<file path="src/inc/rsc_cfg.svh">
// Purpose: constants of the radio sleep controller and its host end
// Assumes: 200 MHz ref_clk_i
// Notes:   times are in 100 ms units unless named otherwise
`ifndef RSC_CFG_SVH
`define RSC_CFG_SVH

// ==========================================================
// timing
`define RSC_CLK_MHZ        200
`define RSC_UNIT_MS        100
`define RSC_TICK_W         25
`define RSC_LISTEN_UNITS   15'h0001
`define RSC_CYC_BASE_UNITS 15'h000a

// ==========================================================
// sleep modes and parameter values
`define RSC_MODE_OFF       4'h0
`define RSC_MODE_PIN       4'h1
`define RSC_MODE_SER       4'h2
`define RSC_MODE_RSV       4'h3
`define RSC_MODE_CYC_FIRST 4'h4
`define RSC_MODE_CYC_LAST  4'h8
`define RSC_INACT_RST      15'h0064
`define RSC_INACT_MAX      16'h7fff

// ==========================================================
// binary command codes
`define RSC_CMD_MODE       8'h01
`define RSC_CMD_INACT      8'h02
`define RSC_CMD_TEMP       8'h38
`define RSC_CMD_FAIL       8'h1b
`define RSC_CMD_SNLO       8'h26
`define RSC_CMD_PWAKE      8'h1d

// ==========================================================
// host register map and fields
`define RSC_A_CTRL         8'h00
`define RSC_A_CMD          8'h04
`define RSC_A_STATUS       8'h08
`define RSC_A_IRQ_STAT     8'h0c
`define RSC_A_IRQ_CLR      8'h10
`define RSC_A_IRQ_EN       8'h14
`define RSC_A_SERIAL       8'h18
`define RSC_CMD_WR_BIT     8
`define RSC_CMD_DATA_LSB   16
`define RSC_IRQ_RSP        0
`define RSC_IRQ_CTS        1
`define RSC_IRQ_PWR        2
`define RSC_IRQ_W          3

`endif

</file>
<file path="src/inc/rsc_pkg.sv">
// Purpose: types of the radio sleep controller
// Assumes: rsc_cfg.svh constants
// Notes:   whole module state lives in one packed struct
`include "rsc_cfg.svh"

package rsc_pkg;

  // ==========================================================
  // device power states
  typedef enum logic [2:0] {
    RSC_AWAKE,
    RSC_PIN_SLP,
    RSC_SER_SLP,
    RSC_CYC_SLP,
    RSC_LISTEN,
    RSC_SYNC
  } rsc_state_t;

  // ==========================================================
  // device state
  typedef struct packed {
    rsc_state_t                 st;
    logic [3:0]                 mode;
    logic [14:0]                inact;
    logic                       pwake;
    logic [`RSC_TICK_W-1:0]     tick_cnt;
    logic                       tick;
    logic [14:0]                units;
    logic [15:0]                fail_cnt;
    logic [6:0]                 temp;
    logic                       sleep_q;
    logic                       flow_hold;
    logic                       power;
    logic                       payload_en;
    logic                       rsp_valid;
    logic [15:0]                rsp_data;
    logic                       tx_valid;
    logic [7:0]                 tx_data;
  } rsc_dev_t;

  // ==========================================================
  // host state
  typedef struct packed {
    logic                       pready;
    logic [31:0]                prdata;
    logic                       sleep_req;
    logic                       cmd_valid;
    logic                       cmd_write;
    logic [7:0]                 cmd_code;
    logic [15:0]                cmd_wdata;
    logic                       busy;
    logic [15:0]                rsp_data;
    logic                       ser_pend;
    logic [7:0]                 ser_byte;
    logic                       ser_valid;
    logic [7:0]                 ser_data;
    logic [`RSC_IRQ_W-1:0]      irq_stat;
    logic [`RSC_IRQ_W-1:0]      irq_en;
    logic                       irq;
    logic                       cts_q;
    logic                       pwr_q;
  } rsc_host_t;

endpackage

</file>
<file path="src/inc/rsc_link_if.sv">
// Purpose: pins between host controller and radio sleep controller
// Assumes: both ends on ref_clk_i, signals synchronous to it
// Notes:   flow_hold_output high means do not send
interface rsc_link_if;
  logic        sleep_request_input;
  logic        serial_data_valid;
  logic [7:0]  serial_data_input;
  logic        cmd_valid;
  logic        cmd_write;
  logic [7:0]  cmd_code;
  logic [15:0] cmd_wdata;
  logic        flow_hold_output;
  logic        power_indicator_output;
  logic        rsp_valid;
  logic [15:0] rsp_data;

  modport dev (
    input  sleep_request_input, serial_data_valid, serial_data_input,
    input  cmd_valid, cmd_write, cmd_code, cmd_wdata,
    output flow_hold_output, power_indicator_output, rsp_valid, rsp_data
  );

  modport host (
    output sleep_request_input, serial_data_valid, serial_data_input,
    output cmd_valid, cmd_write, cmd_code, cmd_wdata,
    input  flow_hold_output, power_indicator_output, rsp_valid, rsp_data
  );
endinterface

</file>
<file path="src/hw/rsc_dev.sv">
// Purpose: sleep controller of the radio module (device end)
// Assumes: link and rf inputs synchronous to ref_clk_i
// Notes:   inactivity and sleep intervals resolve to one 100 ms unit
//
// Contract
// - mode 0 off,1 pin,2 serial,4-8 cyclic
// - pin mode sleeps while sleep input high
// - pin sleep: hold flow, power indicator low
// - serial sleep after inactivity, character wakes
// - cyclic sleep after radio inactivity period
// - wake per interval, listen window, resleep
// - payload only after wake initializer ends
// - cyclic sleep holds flow, listening releases
// - pin wake forces idle until inactive
// - host keeps interval below initializer length
// - inactivity in 100 ms units, reset 100
// - temperature read-only byte up to 0x7f
// - count packets dropped after retries
// - failure counter clears on every reset
// - serial number low word read-only
// - command codes select the parameters
`include "rsc_cfg.svh"

module rsc_dev #(
  parameter int unsigned TICK_CYCLES = `RSC_UNIT_MS * 1000 * `RSC_CLK_MHZ
) (
  input  wire logic        ref_clk_i,
  input  wire logic        reset_n_i,
  rsc_link_if.dev          link,
  input  wire logic        rf_activity_i,
  input  wire logic        wake_init_detect_i,
  input  wire logic        wake_init_done_i,
  input  wire logic        tx_fail_i,
  input  wire logic [6:0]  temperature_i,
  input  wire logic [15:0] serial_number_low_word_i,
  output logic             payload_enable_o,
  output logic             rf_tx_valid_o,
  output logic [7:0]       rf_tx_data_o
);
  import rsc_pkg::*;

  rsc_dev_t s_r;
  rsc_dev_t s_nxt;

  logic        pin_fall;
  logic        cyclic;
  logic        serial_act;
  logic        activity;
  logic        mode_chg;
  logic [14:0] cyc_units;

  // ==========================================================
  // next state
  always_comb begin
    s_nxt          = s_r;
    s_nxt.tick     = 1'b0;
    s_nxt.rsp_valid = 1'b0;
    s_nxt.tx_valid = 1'b0;
    mode_chg       = 1'b0;
    cyclic     = (s_r.mode >= `RSC_MODE_CYC_FIRST) &&
                 (s_r.mode <= `RSC_MODE_CYC_LAST);
    cyc_units  = `RSC_CYC_BASE_UNITS << (s_r.mode - `RSC_MODE_CYC_FIRST);
    pin_fall   = s_r.sleep_q & ~link.sleep_request_input;
    serial_act = link.serial_data_valid;
    // cyclic modes watch the radio only; serial mode watches both directions
    activity   = cyclic ? rf_activity_i : (serial_act | rf_activity_i);

    // unit divider
    if (s_r.tick_cnt == `RSC_TICK_W'(TICK_CYCLES - 1)) begin
      s_nxt.tick_cnt = '0;
      s_nxt.tick     = 1'b1;
    end else begin
      s_nxt.tick_cnt = s_r.tick_cnt + `RSC_TICK_W'(1);
    end

    s_nxt.temp    = temperature_i;
    s_nxt.sleep_q = link.sleep_request_input;
    // saturates instead of wrapping to zero
    if (tx_fail_i && (s_r.fail_cnt != 16'hffff)) begin
      s_nxt.fail_cnt = s_r.fail_cnt + 16'h0001;
    end

    // characters are forwarded in every state except pin sleep and cyclic sleep
    if (serial_act && (s_r.st != RSC_PIN_SLP) && (s_r.st != RSC_CYC_SLP)) begin
      s_nxt.tx_valid = 1'b1;
      s_nxt.tx_data  = link.serial_data_input;
    end

    // ==========================================================
    // command decode
    if (link.cmd_valid && link.cmd_write) begin
      unique case (link.cmd_code)
        `RSC_CMD_MODE: begin
          // reserved and out-of-range values are refused
          if ((link.cmd_wdata <= 16'(`RSC_MODE_CYC_LAST)) &&
              (link.cmd_wdata != 16'(`RSC_MODE_RSV))) begin
            s_nxt.mode = link.cmd_wdata[3:0];
            mode_chg   = 1'b1;
          end
        end
        `RSC_CMD_INACT: begin
          if (link.cmd_wdata <= `RSC_INACT_MAX) begin
            s_nxt.inact = link.cmd_wdata[14:0];
          end
        end
        `RSC_CMD_PWAKE: begin
          s_nxt.pwake = link.cmd_wdata[0];
        end
        default: begin
        end
      endcase
    end
    if (link.cmd_valid) begin
      s_nxt.rsp_valid = 1'b1;
      unique case (link.cmd_code)
        `RSC_CMD_MODE:  s_nxt.rsp_data = {12'h000, s_nxt.mode};
        `RSC_CMD_INACT: s_nxt.rsp_data = {1'b0, s_nxt.inact};
        `RSC_CMD_TEMP:  s_nxt.rsp_data = {9'h000, s_r.temp};
        `RSC_CMD_FAIL:  s_nxt.rsp_data = s_r.fail_cnt;
        `RSC_CMD_SNLO:  s_nxt.rsp_data = serial_number_low_word_i;
        `RSC_CMD_PWAKE: s_nxt.rsp_data = {15'h0000, s_nxt.pwake};
        default:        s_nxt.rsp_data = 16'h0000;
      endcase
    end

    // ==========================================================
    // power state machine
    if (mode_chg) begin
      // a new mode always restarts from idle
      s_nxt.st    = RSC_AWAKE;
      s_nxt.units = '0;
    end else begin
      unique case (s_r.st)
        RSC_AWAKE: begin
          if (s_r.mode == `RSC_MODE_PIN) begin
            if (link.sleep_request_input) begin
              s_nxt.st = RSC_PIN_SLP;
            end
          end else if ((s_r.mode == `RSC_MODE_SER) || cyclic) begin
            if (activity) begin
              s_nxt.units = '0;
            end else if (s_r.tick) begin
              if ((s_r.units + 15'h0001) >= s_r.inact) begin
                s_nxt.units = '0;
                s_nxt.st    = cyclic ? RSC_CYC_SLP : RSC_SER_SLP;
              end else begin
                s_nxt.units = s_r.units + 15'h0001;
              end
            end
          end
          // modes 0 and 3 fall through and stay awake
        end
        RSC_PIN_SLP: begin
          if (!link.sleep_request_input) begin
            s_nxt.st = RSC_AWAKE;
          end
        end
        RSC_SER_SLP: begin
          if (serial_act) begin
            s_nxt.st    = RSC_AWAKE;
            s_nxt.units = '0;
          end
        end
        RSC_CYC_SLP: begin
          if (s_r.pwake && pin_fall) begin
            s_nxt.st    = RSC_AWAKE;
            s_nxt.units = '0;
          end else if (s_r.tick) begin
            if ((s_r.units + 15'h0001) >= cyc_units) begin
              s_nxt.st    = RSC_LISTEN;
              s_nxt.units = '0;
            end else begin
              s_nxt.units = s_r.units + 15'h0001;
            end
          end
        end
        RSC_LISTEN: begin
          if (s_r.pwake && pin_fall) begin
            s_nxt.st    = RSC_AWAKE;
            s_nxt.units = '0;
          end else if (wake_init_detect_i) begin
            s_nxt.st    = RSC_SYNC;
            s_nxt.units = '0;
          end else if (s_r.tick) begin
            if ((s_r.units + 15'h0001) >= `RSC_LISTEN_UNITS) begin
              s_nxt.st    = RSC_CYC_SLP;
              s_nxt.units = '0;
            end else begin
              s_nxt.units = s_r.units + 15'h0001;
            end
          end
        end
        RSC_SYNC: begin
          // initializer length is the sender's business
          if (wake_init_done_i) begin
            s_nxt.st    = RSC_AWAKE;
            s_nxt.units = '0;
          end
        end
        default: begin
          s_nxt.st = RSC_AWAKE;
        end
      endcase
    end

    // ==========================================================
    // pin levels follow the next state so they change with it
    s_nxt.flow_hold  = (s_nxt.st == RSC_PIN_SLP) || (s_nxt.st == RSC_CYC_SLP);
    s_nxt.power      = !((s_nxt.st == RSC_PIN_SLP) || (s_nxt.st == RSC_CYC_SLP) ||
                         (s_nxt.st == RSC_SER_SLP));
    s_nxt.payload_en = (s_nxt.st == RSC_AWAKE);
  end

  // ==========================================================
  // state register
  always_ff @(posedge ref_clk_i) begin
    if (!reset_n_i) begin
      s_r            <= '0;
      s_r.st         <= RSC_AWAKE;
      s_r.mode       <= `RSC_MODE_OFF;
      s_r.inact      <= `RSC_INACT_RST;
      s_r.fail_cnt   <= 16'h0000;
      s_r.power      <= 1'b1;
      s_r.payload_en <= 1'b1;
    end else begin
      s_r <= s_nxt;
    end
  end

  // ==========================================================
  // outputs
  assign link.flow_hold_output       = s_r.flow_hold;
  assign link.power_indicator_output = s_r.power;
  assign link.rsp_valid              = s_r.rsp_valid;
  assign link.rsp_data               = s_r.rsp_data;
  assign payload_enable_o            = s_r.payload_en;
  assign rf_tx_valid_o               = s_r.tx_valid;
  assign rf_tx_data_o                = s_r.tx_data;
endmodule

</file>
<file path="src/flat_wrapper.sv">
// flat-port wrapper written by rule: the top's interface ports become plain ports
module rsc_dev_flat import rsc_pkg::*;
#(
  parameter int unsigned TICK_CYCLES = `RSC_UNIT_MS * 1000 * `RSC_CLK_MHZ
)
  (ref_clk_i, reset_n_i, rf_activity_i, wake_init_detect_i, wake_init_done_i, tx_fail_i, temperature_i, serial_number_low_word_i, payload_enable_o, rf_tx_valid_o, rf_tx_data_o, link_sleep_request_input, link_serial_data_valid, link_serial_data_input, link_cmd_valid, link_cmd_write, link_cmd_code, link_cmd_wdata, link_flow_hold_output, link_power_indicator_output, link_rsp_valid, link_rsp_data);
  rsc_link_if link_i ();
  input  wire logic ref_clk_i;
  input  wire logic reset_n_i;
  input  wire logic rf_activity_i;
  input  wire logic wake_init_detect_i;
  input  wire logic wake_init_done_i;
  input  wire logic tx_fail_i;
  input  wire logic [6:0] temperature_i;
  input  wire logic [15:0] serial_number_low_word_i;
  output logic payload_enable_o;
  output logic rf_tx_valid_o;
  output logic [7:0] rf_tx_data_o;
  input wire logic [$bits(link_i.sleep_request_input)-1:0] link_sleep_request_input;
  input wire logic [$bits(link_i.serial_data_valid)-1:0] link_serial_data_valid;
  input wire logic [$bits(link_i.serial_data_input)-1:0] link_serial_data_input;
  input wire logic [$bits(link_i.cmd_valid)-1:0] link_cmd_valid;
  input wire logic [$bits(link_i.cmd_write)-1:0] link_cmd_write;
  input wire logic [$bits(link_i.cmd_code)-1:0] link_cmd_code;
  input wire logic [$bits(link_i.cmd_wdata)-1:0] link_cmd_wdata;
  output wire logic [$bits(link_i.flow_hold_output)-1:0] link_flow_hold_output;
  output wire logic [$bits(link_i.power_indicator_output)-1:0] link_power_indicator_output;
  output wire logic [$bits(link_i.rsp_valid)-1:0] link_rsp_valid;
  output wire logic [$bits(link_i.rsp_data)-1:0] link_rsp_data;
  assign link_i.sleep_request_input = link_sleep_request_input;
  assign link_i.serial_data_valid = link_serial_data_valid;
  assign link_i.serial_data_input = link_serial_data_input;
  assign link_i.cmd_valid = link_cmd_valid;
  assign link_i.cmd_write = link_cmd_write;
  assign link_i.cmd_code = link_cmd_code;
  assign link_i.cmd_wdata = link_cmd_wdata;
  assign link_flow_hold_output = link_i.flow_hold_output;
  assign link_power_indicator_output = link_i.power_indicator_output;
  assign link_rsp_valid = link_i.rsp_valid;
  assign link_rsp_data = link_i.rsp_data;
  rsc_dev #(.TICK_CYCLES(TICK_CYCLES)) u_core (.ref_clk_i(ref_clk_i), .reset_n_i(reset_n_i), .link(link_i), .rf_activity_i(rf_activity_i), .wake_init_detect_i(wake_init_detect_i), .wake_init_done_i(wake_init_done_i), .tx_fail_i(tx_fail_i), .temperature_i(temperature_i), .serial_number_low_word_i(serial_number_low_word_i), .payload_enable_o(payload_enable_o), .rf_tx_valid_o(rf_tx_valid_o), .rf_tx_data_o(rf_tx_data_o));
endmodule
</file>
<file path="config.mk">
export PLATFORM = sky130hd
export DESIGN_NAME = rsc_dev_flat
export DESIGN_NICKNAME = d
export VERILOG_FILES = /design/src/inc/rsc_pkg.sv /design/src/inc/rsc_link_if.sv /design/src/hw/rsc_dev.sv /design/src/flat_wrapper.sv
export VERILOG_INCLUDE_DIRS = /design/src /design/src/inc
export SDC_FILE = /design/constraint.sdc
export NUM_CORES = 1
export LEC_CHECK = 0
export BUFFER_PORTS_ARGS = -buffer_cell sky130_fd_sc_hd__buf_4
export CAP_MARGIN = 10
export CORE_UTILIZATION = 50
export CTS_CLUSTER_DIAMETER = 80
export DETAILED_ROUTE_END_ITERATION = 8
export GPL_TIMING_DRIVEN = 0
export PLACE_DENSITY = 0.69
export SLEW_MARGIN = 25
export SYNTH_ARGS = -nofsm -noshare
export SYNTH_HDL_FRONTEND = slang
export SYNTH_SLANG_ARGS = --single-unit
</file>
<file path="constraint.sdc">
create_clock -name ref_clk_i -period 4.8 [get_ports ref_clk_i]
set_clock_uncertainty 0.1 [all_clocks]
set_input_delay 0.48 -clock ref_clk_i [delete_from_list [all_inputs] [get_ports ref_clk_i]]
set_output_delay 0.48 -clock ref_clk_i [all_outputs]
set_load 0.02 [all_outputs]
</file>
# Yosys cells after proc, flatten, opt, wreduce, memory -nomap -nowiden
# Cells that the tools add are included.
[totals] register_bits=117 inputBits=65 out_inout_bits=29 word_cells=126
[op_classes] addsub=4 magnitude_cmp=7 eq_ne=28 n_shift=1 n_mux=48 bitwise=4 n_reduce_logical=17
[op_table] op="two-way mux 15 bit" n=16
[op_table] op="one-hot mux 16 bit (6 select lines)" n=1
[op_table] op="one-hot mux 15 bit (5 select lines)" n=1
[op_table] op="two-way mux 3 bit" n=17
[op_table] op=">= comparator 15 bit" n=2
[op_table] op="adder 25 x 1 -> 25 bit (second input constant)" n=1
[op_table] op="== test 25 bit (second input constant)" n=1
[op_table] op="two-way mux 20 bit" n=1
[op_table] op="one-hot mux 3 bit (6 select lines)" n=1
[op_table] op="two-way mux 17 bit" n=1
[op_table] op="adder 16 x 1 -> 16 bit (second input constant)" n=1
[op_table] op="== test 8 x 5 -> 1 bit (second input constant)" n=2
[op_table] op="== test 8 x 6 -> 1 bit (second input constant)" n=2
[op_table] op="<= comparator 16 x 15 -> 1 bit (second input constant)" n=1
[op_table] op="<= comparator 16 x 4 -> 1 bit (second input constant)" n=1
[op_table] op="inequality test 16 bit (second input constant)" n=1
[op_table] op="inequality test 16 x 2 -> 1 bit (second input constant)" n=1
[op_table] op="adder 15 x 1 -> 15 bit (second input constant)" n=1
[op_table] op=">= comparator 15 x 1 -> 1 bit (second input constant)" n=1
[op_table] op="<< shifter 4 x 4 -> 15 bit (first input constant)" n=1
[op_table] op="== test 3 x 2 -> 1 bit (second input constant)" n=4
[op_table] op="two-way mux 9 bit" n=1
[op_table] op="inequality test 3 x 1 -> 1 bit (second input constant)" n=3
[op_table] op="== test 8 x 1 -> 1 bit (second input constant)" n=1
[op_table] op="other kinds (24)" n=46

# Longest topological paths before layout
# Gate-level depths: netlist (run 1).
[logic_depth] depth_word=14 mapped_depth=18 depth_no_buf=15

# Worst setup path before layout (run 1)
# OpenSTA, ideal clock, no wires.
[synth_timing] kind="register to register" start="register u_core.s_r[112] (netlist name)" end="register u_core.s_r (netlist bit u_core.link.power_indicator_output)" setup_ns=0.073 t_arrival_ns=3.304 required_ns=4.627 setup_slack_ns=1.323 path_stages_with_launch=18 n_path_buf=2 period_less_slack_ns=3.477 cell_sequence="dfxtp_1 > clkbuf_1 > inv_1 > ha_1 > clkbuf_1 > inv_1 > nor2_1 > nand2_1 > ha_1 > o21ai_0 > a21oi_1 > o21ai_0 > a21oi_1 > o2111ai_1 > a32oi_1 > a21oi_1 > or4_4 > o211ai_2"
[synth_via] elab_chain_len=14 elab_cells_between_ends=27 cone_classes="1 x add/sub; 3 x order compare; 5 x eq/ne; 1 x shift; 12 x mux; 5 x reduce/logical"
[synth_rtl] element="from (decl)" line_no="rsc_dev.sv:42" text="rsc_dev_t s_r;"
[synth_rtl] element="from (signal assigned)" line_no="rsc_dev.sv:226" text="s_r <= s_nxt;"
[synth_rtl] element="parallel branches: the longest is 8 deep, another holds >= comparator 15 bit"
[synth_rtl] element="one-hot mux 3 bit (6 select lines) *" line_no="rsc_dev.sv:133" text="unique case (s_r.st)"
[synth_rtl] element="two-way mux 3 bit *" line_no="rsc_dev.sv:128" text="if (mode_chg) begin"
[synth_rtl] element="== test 3 x 1 -> 1 bit / == test 3 x 2 -> 1 bit (equally long branches)" line_no="rsc_dev.sv:209" text="s_nxt.power = !((s_nxt.st == RSC_PIN_SLP) || (s_nxt.st == RSC_CYC_SLP) ||"
[synth_rtl] element="logical OR 1 bit" line_no="rsc_dev.sv:209"
[synth_rtl] element="logical OR 1 bit *" line_no="rsc_dev.sv:209"
[synth_rtl] element="zero test 1 bit *" line_no="rsc_dev.sv:209"
# Mark *: on every way between the ends.
# A chain may end at the register's enable or synchronous reset.

# Final worst setup path (run 1)
[layout_timing] start="register u_core.s_r[57] (netlist name)" end="register u_core.s_r[67] (netlist name)"
[layout_via] elab_chain_len=8 elab_cells_between_ends=17 cone_classes="1 x add/sub; 3 x order compare; 13 x mux"
[layout_rtl] element="adder 15 x 1 -> 15 bit *"
[layout_rtl] element=">= comparator 15 bit" line_no="rsc_dev.sv:143" text="if ((s_r.units + 15'h0001) >= s_r.inact) begin"
[layout_rtl] element="two-way mux 15 bit" line_no="rsc_dev.sv:143"
[layout_rtl] element="two-way mux 15 bit" line_no="rsc_dev.sv:142" text="end else if (s_r.tick) begin"
[layout_rtl] element="two-way mux 15 bit" line_no="rsc_dev.sv:140" text="if (activity) begin"
[layout_rtl] element="two-way mux 15 bit" line_no="rsc_dev.sv:139" text="end else if ((s_r.mode == `RSC_MODE_SER) || cyclic) begin"
[layout_rtl] element="two-way mux 15 bit" line_no="rsc_dev.sv:135" text="if (s_r.mode == `RSC_MODE_PIN) begin"
[layout_rtl] element="one-hot mux 15 bit (5 select lines) *" line_no="rsc_dev.sv:133"
# Every way passes the cells marked *; elsewhere a longest branch is shown, timed or not. The select of a mux whose other input is x is not followed.

==> results.yml, run 1 <==
timing:
  hold_viol: 0
  whs_ns: 0.1618
  final_min_period_over_clock_period: 0.9091
  setup_tns_ns: 0
  rsz0062_at_grt: "no"
  clock.fmax_mhz: 229.2
  max_slew_margin: 0.4611
  drv_slew: 0
  tightest_slew_ns: 0.8048
  setup_viol: 0
  setup_ws_ns: 0.4365
  fin_crit_ns: 4.364
clock_network:
  cts.sinks: 117
  cts-htree-levels: 4
  cts_tree: "built"
  postCtsHoldBufs: 0
  cts_setup_buffers: 0
  cts_made_buffers: 17
  clk_latency_ns: 0.42
  clk_pin_slew_ns: 0.06
  cts_max_path_buffers: 2
  root_buffer: "clkbuf_16"
  cts_resized: 0
yosys:
  synthTopCellsByArea: "dfxtp_1, nor2_1, mux2i_1"
  syn_nets: 887
  synth_most_common_cell: "dfxtp_1"
  ys_types: 72
  yosysTopAreaCell: "dfxtp_1"
  synth_top_area_frac: 0.3530
  synth_edf_count: 0
  synth_seq_area_share: 0.3530
  synth.avg_cell_area_sq_um: 8.325
  ys_top_cells_by_count: "dfxtp_1, nor2_1, nand2_1"
  synth-seq-cells: 117
  synthFlopType: "dfxtp_1"
  netlist_instances: 797
  syn_area_sq_um: 6635
  ys_warn_count: 0
  synthArstFlopShare: 0
routing:
  first_pass_iters: 5
  drtIter0Drc: 444
  wl_per_cell_um: 17.14
  drc: 0
  vias: 6254
  via_per_inst: 5.717
  ant_nets: 0
  drt_wl_total_mm: 18.75
pwr:
  leakage_nw: 3.429
  p_total_mw: 2.500
  powerDensity_nw_per_um2: 306.4
  vdd_ir_drop_max_v: 0.0002464
final_layout:
  nets: 998
  finalInstanceArea_sq_um: 8160
  synthToLayoutAreaGrowth_pct: 22.99
  final.fill_count: 1137
  final_util: 0.6388
  instances_no_fill: 1094
  drive_above_1_share: 0.1878
global_routing:
  overflow: 0
  grt_pass1_vias: 5963
  grt_max_degree: 17
  grt_pass1_wl_mm: 29.85
  grt_antenna_before_repair: 1
  track_usage: 0.2888
worst_setup_path:
  end_kind: "flop"
  startpoint_type: "flop"
  rr_worst_depth: 13
  critical_path_required_ns: 5.05
  path_class: "flop to flop"
  arrival_ns: 4.61
  cp_max_fo: 10
placement:
  place_worst_setup_slack_ns: 0.4207
  place_inst: 1061
  postPlaceCellArea_sq_um: 7541
  numPortBuffers: 92
  hpwl_mm: 14.28
  gp_congestion: 0.9365
floorplan:
  core_sq_um: 12770
  start_util: 0.5194
  placementRows: 41
  fp.dieH_um: 117.2
  ios: 94
  die_x_um: 117.2
  dieArea_sq_um: 13730
hold_path:
  hold_path_depth: 2
  hold_class: "input port to flop"
run:
  drv_cap: 0
outcome:
  status: "complete, no violations"
layout make-up:
class	count	area, sq um	area share
Buffer	66	356.6	0.04370
Sequential cell	117	2342	0.2870
Antenna cell	1	2.502	0.0003067
Inverter	27	101.3	0.01242
Multi-Input combinational cell	587	3835	0.4699
Timing Repair Buffer	92	690.7	0.08464
Clock inverter	11	146.4	0.01794
Clock buffer	21	470.5	0.05765
Tap cell	172	215.2	0.02637
layer usage:
metal  routed length, um  track usage
met5                   0            0
met4                 340       0.1097
met1                8313       0.3641
met2                8997       0.4776
met3                1099      0.06900
cells by family (layout without fill, tap and decap cells):
kind of cell / after synthesis / after routing / share of synthesized area
simple gates: 313 / 313 / 0.2338
compound gates: 158 / 158 / 0.1682
flops: 117 / 117 / 0.3530
buf+inv: 93 / 217 / 0.06902
xor+xnor: 56 / 56 / 0.07599
mux: 34 / 34 / 0.05129
fa+ha+maj: 26 / 26 / 0.04865
other cells: 0 / 1 / 0
cell usage in the layout (no fill, tap or decap), drive strengths merged, types with 5 or more instances in the layout:
cell,netlist,routed
clkbuf,32,53
nand3,33,33
nand2,66,66
o22ai,5,5
o211a,8,8
nor3b,6,6
o211ai,19,19
a21oi,30,30
ha,25,25
buf,34,126
dfxtp,117,117
o2111ai,8,8
nor3,10,10
xnor2,25,25
and3,14,14
o21ai,32,32
nand4,13,13
nor4,7,7
xor2,30,30
nor2,110,110
and2,17,17
a22oi,14,14
nor2b,6,6
or3,6,6
inv,27,30
mux2i,34,34
worst max-delay path: stages, from the launching register on:
cell,delay (ns)
dfxtp_1,0.43
nand4_1,0.29
nor2_1,0.39
nand3_1,0.18
xnor2_1,0.34
ha_1,0.34
and3_1,0.15
a2111oi_0,0.35
o21ai_0,0.26
a2111oi_2,0.68
a22o_1,0.24
buf_2,0.25
o211ai_1,0.12
a21oi_1,0.17
final timing paths:
| kind | startpoint | endpoint | slack (ns) |
|---|---|---|---|
| setup / recovery | u_core.s_r[57] | u_core.s_r[67] | 0.44 |
| setup reg to reg | u_core.s_r[57] | u_core.s_r[67] | 0.44 |
| hold reg to reg | u_core.s_r[69] | u_core.s_r[69] | 0.36 |
| hold / removal | temperature_i[6] | u_core.s_r[36] | 0.16 |
where the power goes:
group / switching, mW / internal [mW]
Combinational: 0.0862 / 0.0832
Sequential: 0.0111 / 0.991
Clock: 0.470 / 0.859
registers in the layout, indices dropped and copies added, names as in the netlist:
name	flops
u_core.link.rsp_valid	1
u_core.link.rsp_data	16
u_core.link.flow_hold_output	1
u_core.s_r	88
u_core.rf_tx_data_o	8
u_core.payload_enable_o	1
u_core.rf_tx_valid_o	1
u_core.link.power_indicator_output	1
Note: power is estimated with default switching activity, not from simulation.
==> run 2, diff against run 1 <==
--- a/config.mk
+++ b/config.mk
@@ -9,6 +9,7 @@
 export BUFFER_PORTS_ARGS = -buffer_cell sky130_fd_sc_hd__buf_4
 export CAP_MARGIN = 10
 export CORE_UTILIZATION = 50
+export CTS_BUF_LIST = sky130_fd_sc_hd__clkbuf_8
 export CTS_CLUSTER_DIAMETER = 80
 export DETAILED_ROUTE_END_ITERATION = 8
 export GPL_TIMING_DRIVEN = 0
==> results.yml, run 2 (synthesis results as in run 1) <==
outcome:
  status: "complete, no violations"
worst_setup_path:
  path_cells: "buf_6 -> nand4_1 -> nor2_1 -> nand3_1 -> xnor2_1 -> ha_1 -> and3_1 -> a2111oi_0 -> o21ai_0 -> a2111oi_2 -> a22o_1 -> buf_2 -> o211ai_1 -> a21oi_1"
  startpoint_type: "flop"
  slowest_delay_ns: 0.69
  rr_worst_depth: 14
  cp_max_fo: 10
  end_kind: "flop"
  path_class: "flop to flop"
  slowest_stage: "a2111oi_2"
  critical_path_required_ns: 5.07
  arrival_ns: 4.66
routing:
  drtIter0Drc: 418
  via_per_inst: 5.718
  wl_per_cell_um: 16.97
  vias: 6256
  first_pass_iters: 6
  drc: 0
  ant_nets: 0
  drt_wl_total_mm: 18.56
final_layout:
  final_util: 0.6239
  finalInstanceArea_sq_um: 7969
  largest_reg_flops: 88
  synthToLayoutAreaGrowth_pct: 20.10
  drive_above_1_share: 0.1878
  final_cell_mix: "buf_4, dfxtp_1, nor2_1"
  instances_no_fill: 1094
  top_register: "u_core.s_r"
  nets: 998
floorplan:
  core_sq_um: 12770
  ios: 94
  die_x_um: 117.2
  dieArea_sq_um: 13730
  fp.dieH_um: 117.2
  start_util: 0.5194
  placementRows: 41
global_routing:
  overflow: 0
  grt_antenna_before_repair: 1
  grt_pass1_vias: 5933
  grt_pass1_wl_mm: 29.51
  grt_max_degree: 17
  track_usage: 0.2846
clock_network:
  cts_setup_buffers: 0
  cts_resized: 0
  postCtsHoldBufs: 0
  clk_pin_slew_ns: 0.07
  cts-htree-levels: 4
  cts.sinks: 117
  root_buffer: "clkbuf_8"
  clk_latency_ns: 0.45
  cts_made_buffers: 17
  cts_tree: "built"
  cts_max_path_buffers: 2
hold_path:
  hold_class: "input port to flop"
  hold_path_depth: 2
placement:
  numPortBuffers: 92
  postPlaceCellArea_sq_um: 7541
  place_inst: 1061
  gp_congestion: 0.9365
  hpwl_mm: 14.28
run:
  drv_cap: 0
timing:
  hold_viol: 0
  tightest_slew_ns: 0.8267
  setup_viol: 0
  final_min_period_over_clock_period: 0.9146
  fin_crit_ns: 4.390
  setup_tns_ns: 0
  max_slew_margin: 0.4464
  rsz0062_at_grt: "no"
  clock.fmax_mhz: 227.8
  drv_slew: 0
pwr:
  leakage_nw: 3.346
  vdd_ir_drop_max_v: 0.0002289
  powerDensity_nw_per_um2: 270.0
  p_total_mw: 2.152
## run 2: changes by cell type in the layout (fill, tap and decap cells not counted)
cell and change:
clkbuf_1 -1, clkbuf_16 -17, clkbuf_8 +17, inv_1 +1
## run 2: report_power, final
part / switching (mW) / internal [mW]
registers: 0.0110 / 0.989
clock network: 0.428 / 0.555
logic: 0.0859 / 0.0832
total: 0.525 / 1.63
## run 2: worst paths after layout
check,endpoint,startpoint,slack [ns]
worst min register to register,u_core.s_r[69],u_core.s_r[69],0.37
worst max register to register,u_core.s_r[67],u_core.s_r[56],0.41
worst min-delay path,u_core.s_r[36],temperature_i[6],0.13
worst max-delay path,u_core.s_r[67],u_core.s_r[56],0.41
## run 2: stage by stage
step	hold WS [ns]	setup slack, ns
after detailed placement	0.3561	0.4207
after floorplan	0.3297	1.323
after CTS	0.1133	0.4102
final	0.1340	0.4101
after global routing	0.1208	0.03827
after global placement	0.3457	0.3916
## run 2: final cells by class
class / count / area [sq um]
fill: 1160 / 4805
multi-input combinational: 587 / 3835
sequential: 117 / 2342
timing repair buffer: 92 / 690.7
buffer: 66 / 356.6
clock buffer: 20 / 275.3
tap: 172 / 215.2
clock inverter: 12 / 150.1
inverter: 27 / 101.3
antenna: 1 / 2.502
## run 2: routing by layer
layer | wire length (um) | global-route usage | vias to the layer above
met5 | 0 | 0 | -
met4 | 283 | 0.08270 | 0
met3 | 1067 | 0.07775 | 27
met2 | 8925 | 0.4773 | 177
met1 | 8285 | 0.3571 | 3001
li1 | - | - | 3051
## run 2: critical path, delay by kind of cell (launching register included)
family	cells	cell delay (ns)
simple gates	4	0.96
flops	1	0.33
fa+ha+maj	1	0.34
compound gates	6	1.83
xor+xnor	1	0.34
buf+inv	2	0.39
==> run 3, diff against run 2 <==
--- a/config.mk
+++ b/config.mk
@@ -8,12 +8,14 @@
 export LEC_CHECK = 0
 export BUFFER_PORTS_ARGS = -buffer_cell sky130_fd_sc_hd__buf_4
 export CAP_MARGIN = 10
-export CORE_UTILIZATION = 50
+export CELL_PAD_IN_SITES_DETAIL_PLACEMENT = 2
+export CELL_PAD_IN_SITES_GLOBAL_PLACEMENT = 2
+export CORE_UTILIZATION = 36
 export CTS_BUF_LIST = sky130_fd_sc_hd__clkbuf_8
 export CTS_CLUSTER_DIAMETER = 80
 export DETAILED_ROUTE_END_ITERATION = 8
 export GPL_TIMING_DRIVEN = 0
-export PLACE_DENSITY = 0.69
+export PLACE_DENSITY = 0.81
 export SLEW_MARGIN = 25
 export SYNTH_ARGS = -nofsm -noshare
 export SYNTH_HDL_FRONTEND = slang
==> results.yml, run 3 (synthesis results as in run 1) <==
clock_network:
  clk_latency_ns: 0.46
  root_buffer: "clkbuf_8"
  cts.sinks: 117
  cts_max_path_buffers: 2
  clk_pin_slew_ns: 0.08
  cts_tree: "built"
  cts_setup_buffers: 0
  postCtsHoldBufs: 0
  cts-htree-levels: 4
  cts_resized: 0
  cts_made_buffers: 17
run:
  drv_cap: 0
timing:
  whs_ns: 0.1317
  final_min_period_over_clock_period: 0.9408
  drv_slew: 0
  rsz0062_at_grt: "no"
  setup_tns_ns: 0
  clock.fmax_mhz: 221.4
  setup_viol: 0
  tightest_slew_ns: 0.8841
  setup_ws_ns: 0.2840
  fin_crit_ns: 4.516
  max_slew_margin: 0.3954
  hold_viol: 0
worst_setup_path:
  end_kind: "flop"
  critical_path_required_ns: 5.01
  cp_max_fo: 10
  r2r_start: "u_core.s_r[53]"
  arrival_ns: 4.72
  critPathLaunch: "u_core.s_r[53]"
  path_class: "flop to flop"
  timing.rr.end: "u_core.s_r[65]"
  r2r_slack_ns: 0.28
  path_cells: "ha_1 -> and3_1 -> buf_2 -> and3_1 -> buf_2 -> a31o_2 -> nand2_1 -> ha_1 -> nand2_1 -> a2111oi_0 -> a2111oi_4 -> a22o_1 -> buf_2 -> o211ai_1 -> a21oi_1"
  crit_end: "u_core.s_r[65]"
  slowest_delay_ns: 0.76
  path_common_cell: "buf_2"
  startpoint_type: "flop"
  rr_worst_depth: 15
  slowest_stage: "a2111oi_0"
routing:
  via_per_inst: 5.538
  ant_nets: 0
  wl_per_cell_um: 21.09
  drtIter0Drc: 263
  vias: 6363
  first_pass_iters: 4
  drt_wl_total_mm: 24.23
  drc: 0
outcome:
  status: "complete, no violations"
placement:
  numPortBuffers: 92
  place_worst_setup_slack_ns: 0.1342
  place_inst: 1118
  hpwl_mm: 18.80
  gp_congestion: 0.8548
final_layout:
  final.fill_count: 2047
  synthToLayoutAreaGrowth_pct: 20.59
  final_cell_mix: "buf_4, dfxtp_1, nor2_1"
  top_register: "u_core.s_r"
  largest_reg_flops: 88
  instances_no_fill: 1149
  nets: 998
  antenna_cells: 0
  drive_above_1_share: 0.1859
global_routing:
  track_usage: 0.2670
  gr-usage-met1: 0.3289
  use_met2: 0.4657
  top_usage_layer: "met2"
  grt_pass1_vias: 6923
  grt_antenna_before_repair: 0
  grt_max_degree: 17
  grt_pass1_wl_mm: 37.78
  met3_usage: 0.04746
  overflow: 0
floorplan:
  dieArea_sq_um: 18980
  start_util: 0.3681
  die_x_um: 137.8
  ios: 94
  core_sq_um: 18020
  placementRows: 49
  fp.dieH_um: 137.8
pwr:
  vdd_ir_drop_max_v: 0.0001696
  leakage_nw: 3.340
  powerDensity_nw_per_um2: 259.6
hold_path:
  hold_class: "input port to flop"
-- run 3: metrics by stage --
step | instance area, sq um | power [mW] | util
after floorplan | 6635 | 1.102 | -
after global placement | 7612 | 1.192 | 0.4223
after detailed placement | 7612 | 1.200 | 0.4223
after CTS | 7980 | 2.093 | 0.4427
after global routing | 8001 | 2.154 | 0.4439
final | 8001 | 2.077 | 0.4439
-- run 3: report_power, final --
part / total [mW] / switching (mW) / internal, mW
clock: 0.899 / 0.438 / 0.461
combinational: 0.177 / 0.0934 / 0.0835
sequential: 1.00 / 0.0120 / 0.989
-- run 3: worst min-delay path by stage --
stage               slack (ns)  cells past startpoint        endpoint        startpoint
floorplan                 0.33                      1  u_core.s_r[69]    u_core.s_r[69]
global placement          0.34                      1  u_core.s_r[69]    u_core.s_r[69]
detailed placement        0.36                      1  u_core.s_r[69]    u_core.s_r[69]
CTS                       0.11                      2  u_core.s_r[31]  temperature_i[1]
global route              0.12                      2  u_core.s_r[30]  temperature_i[0]
finish                    0.13                      2  u_core.s_r[36]  temperature_i[6]
-- run 3: routing by layer --
metal  part of all wire  up-vias
met1               0.46     3202
li1                   -     3035
met4              0.022        0
met5                  0        -
met3              0.029       34
met2               0.49       92
-- run 3: cell type report --
cell class                 count  area (sq um)  share of cell area
sequential                   117          2342              0.2927
multi-input combinational    587          3855              0.4818
timing repair buffer          92         690.7             0.08632
inverter                      27         101.3             0.01267
tap                          229         286.5             0.03581
clock buffer                  18         247.7             0.03096
clock inverter                13         120.1             0.01501
buffer                        66         357.8             0.04472
-- run 3: critical path, delay by kind of cell, from the launching register on --
kind                       cells  cell delay, ns
AOI/OAI and AO/OA              6            1.82
adders and majority gates      2            0.79
buffers and inverters          3            0.56
DFF                            1            0.52
and+or+nand+nor                4            0.57
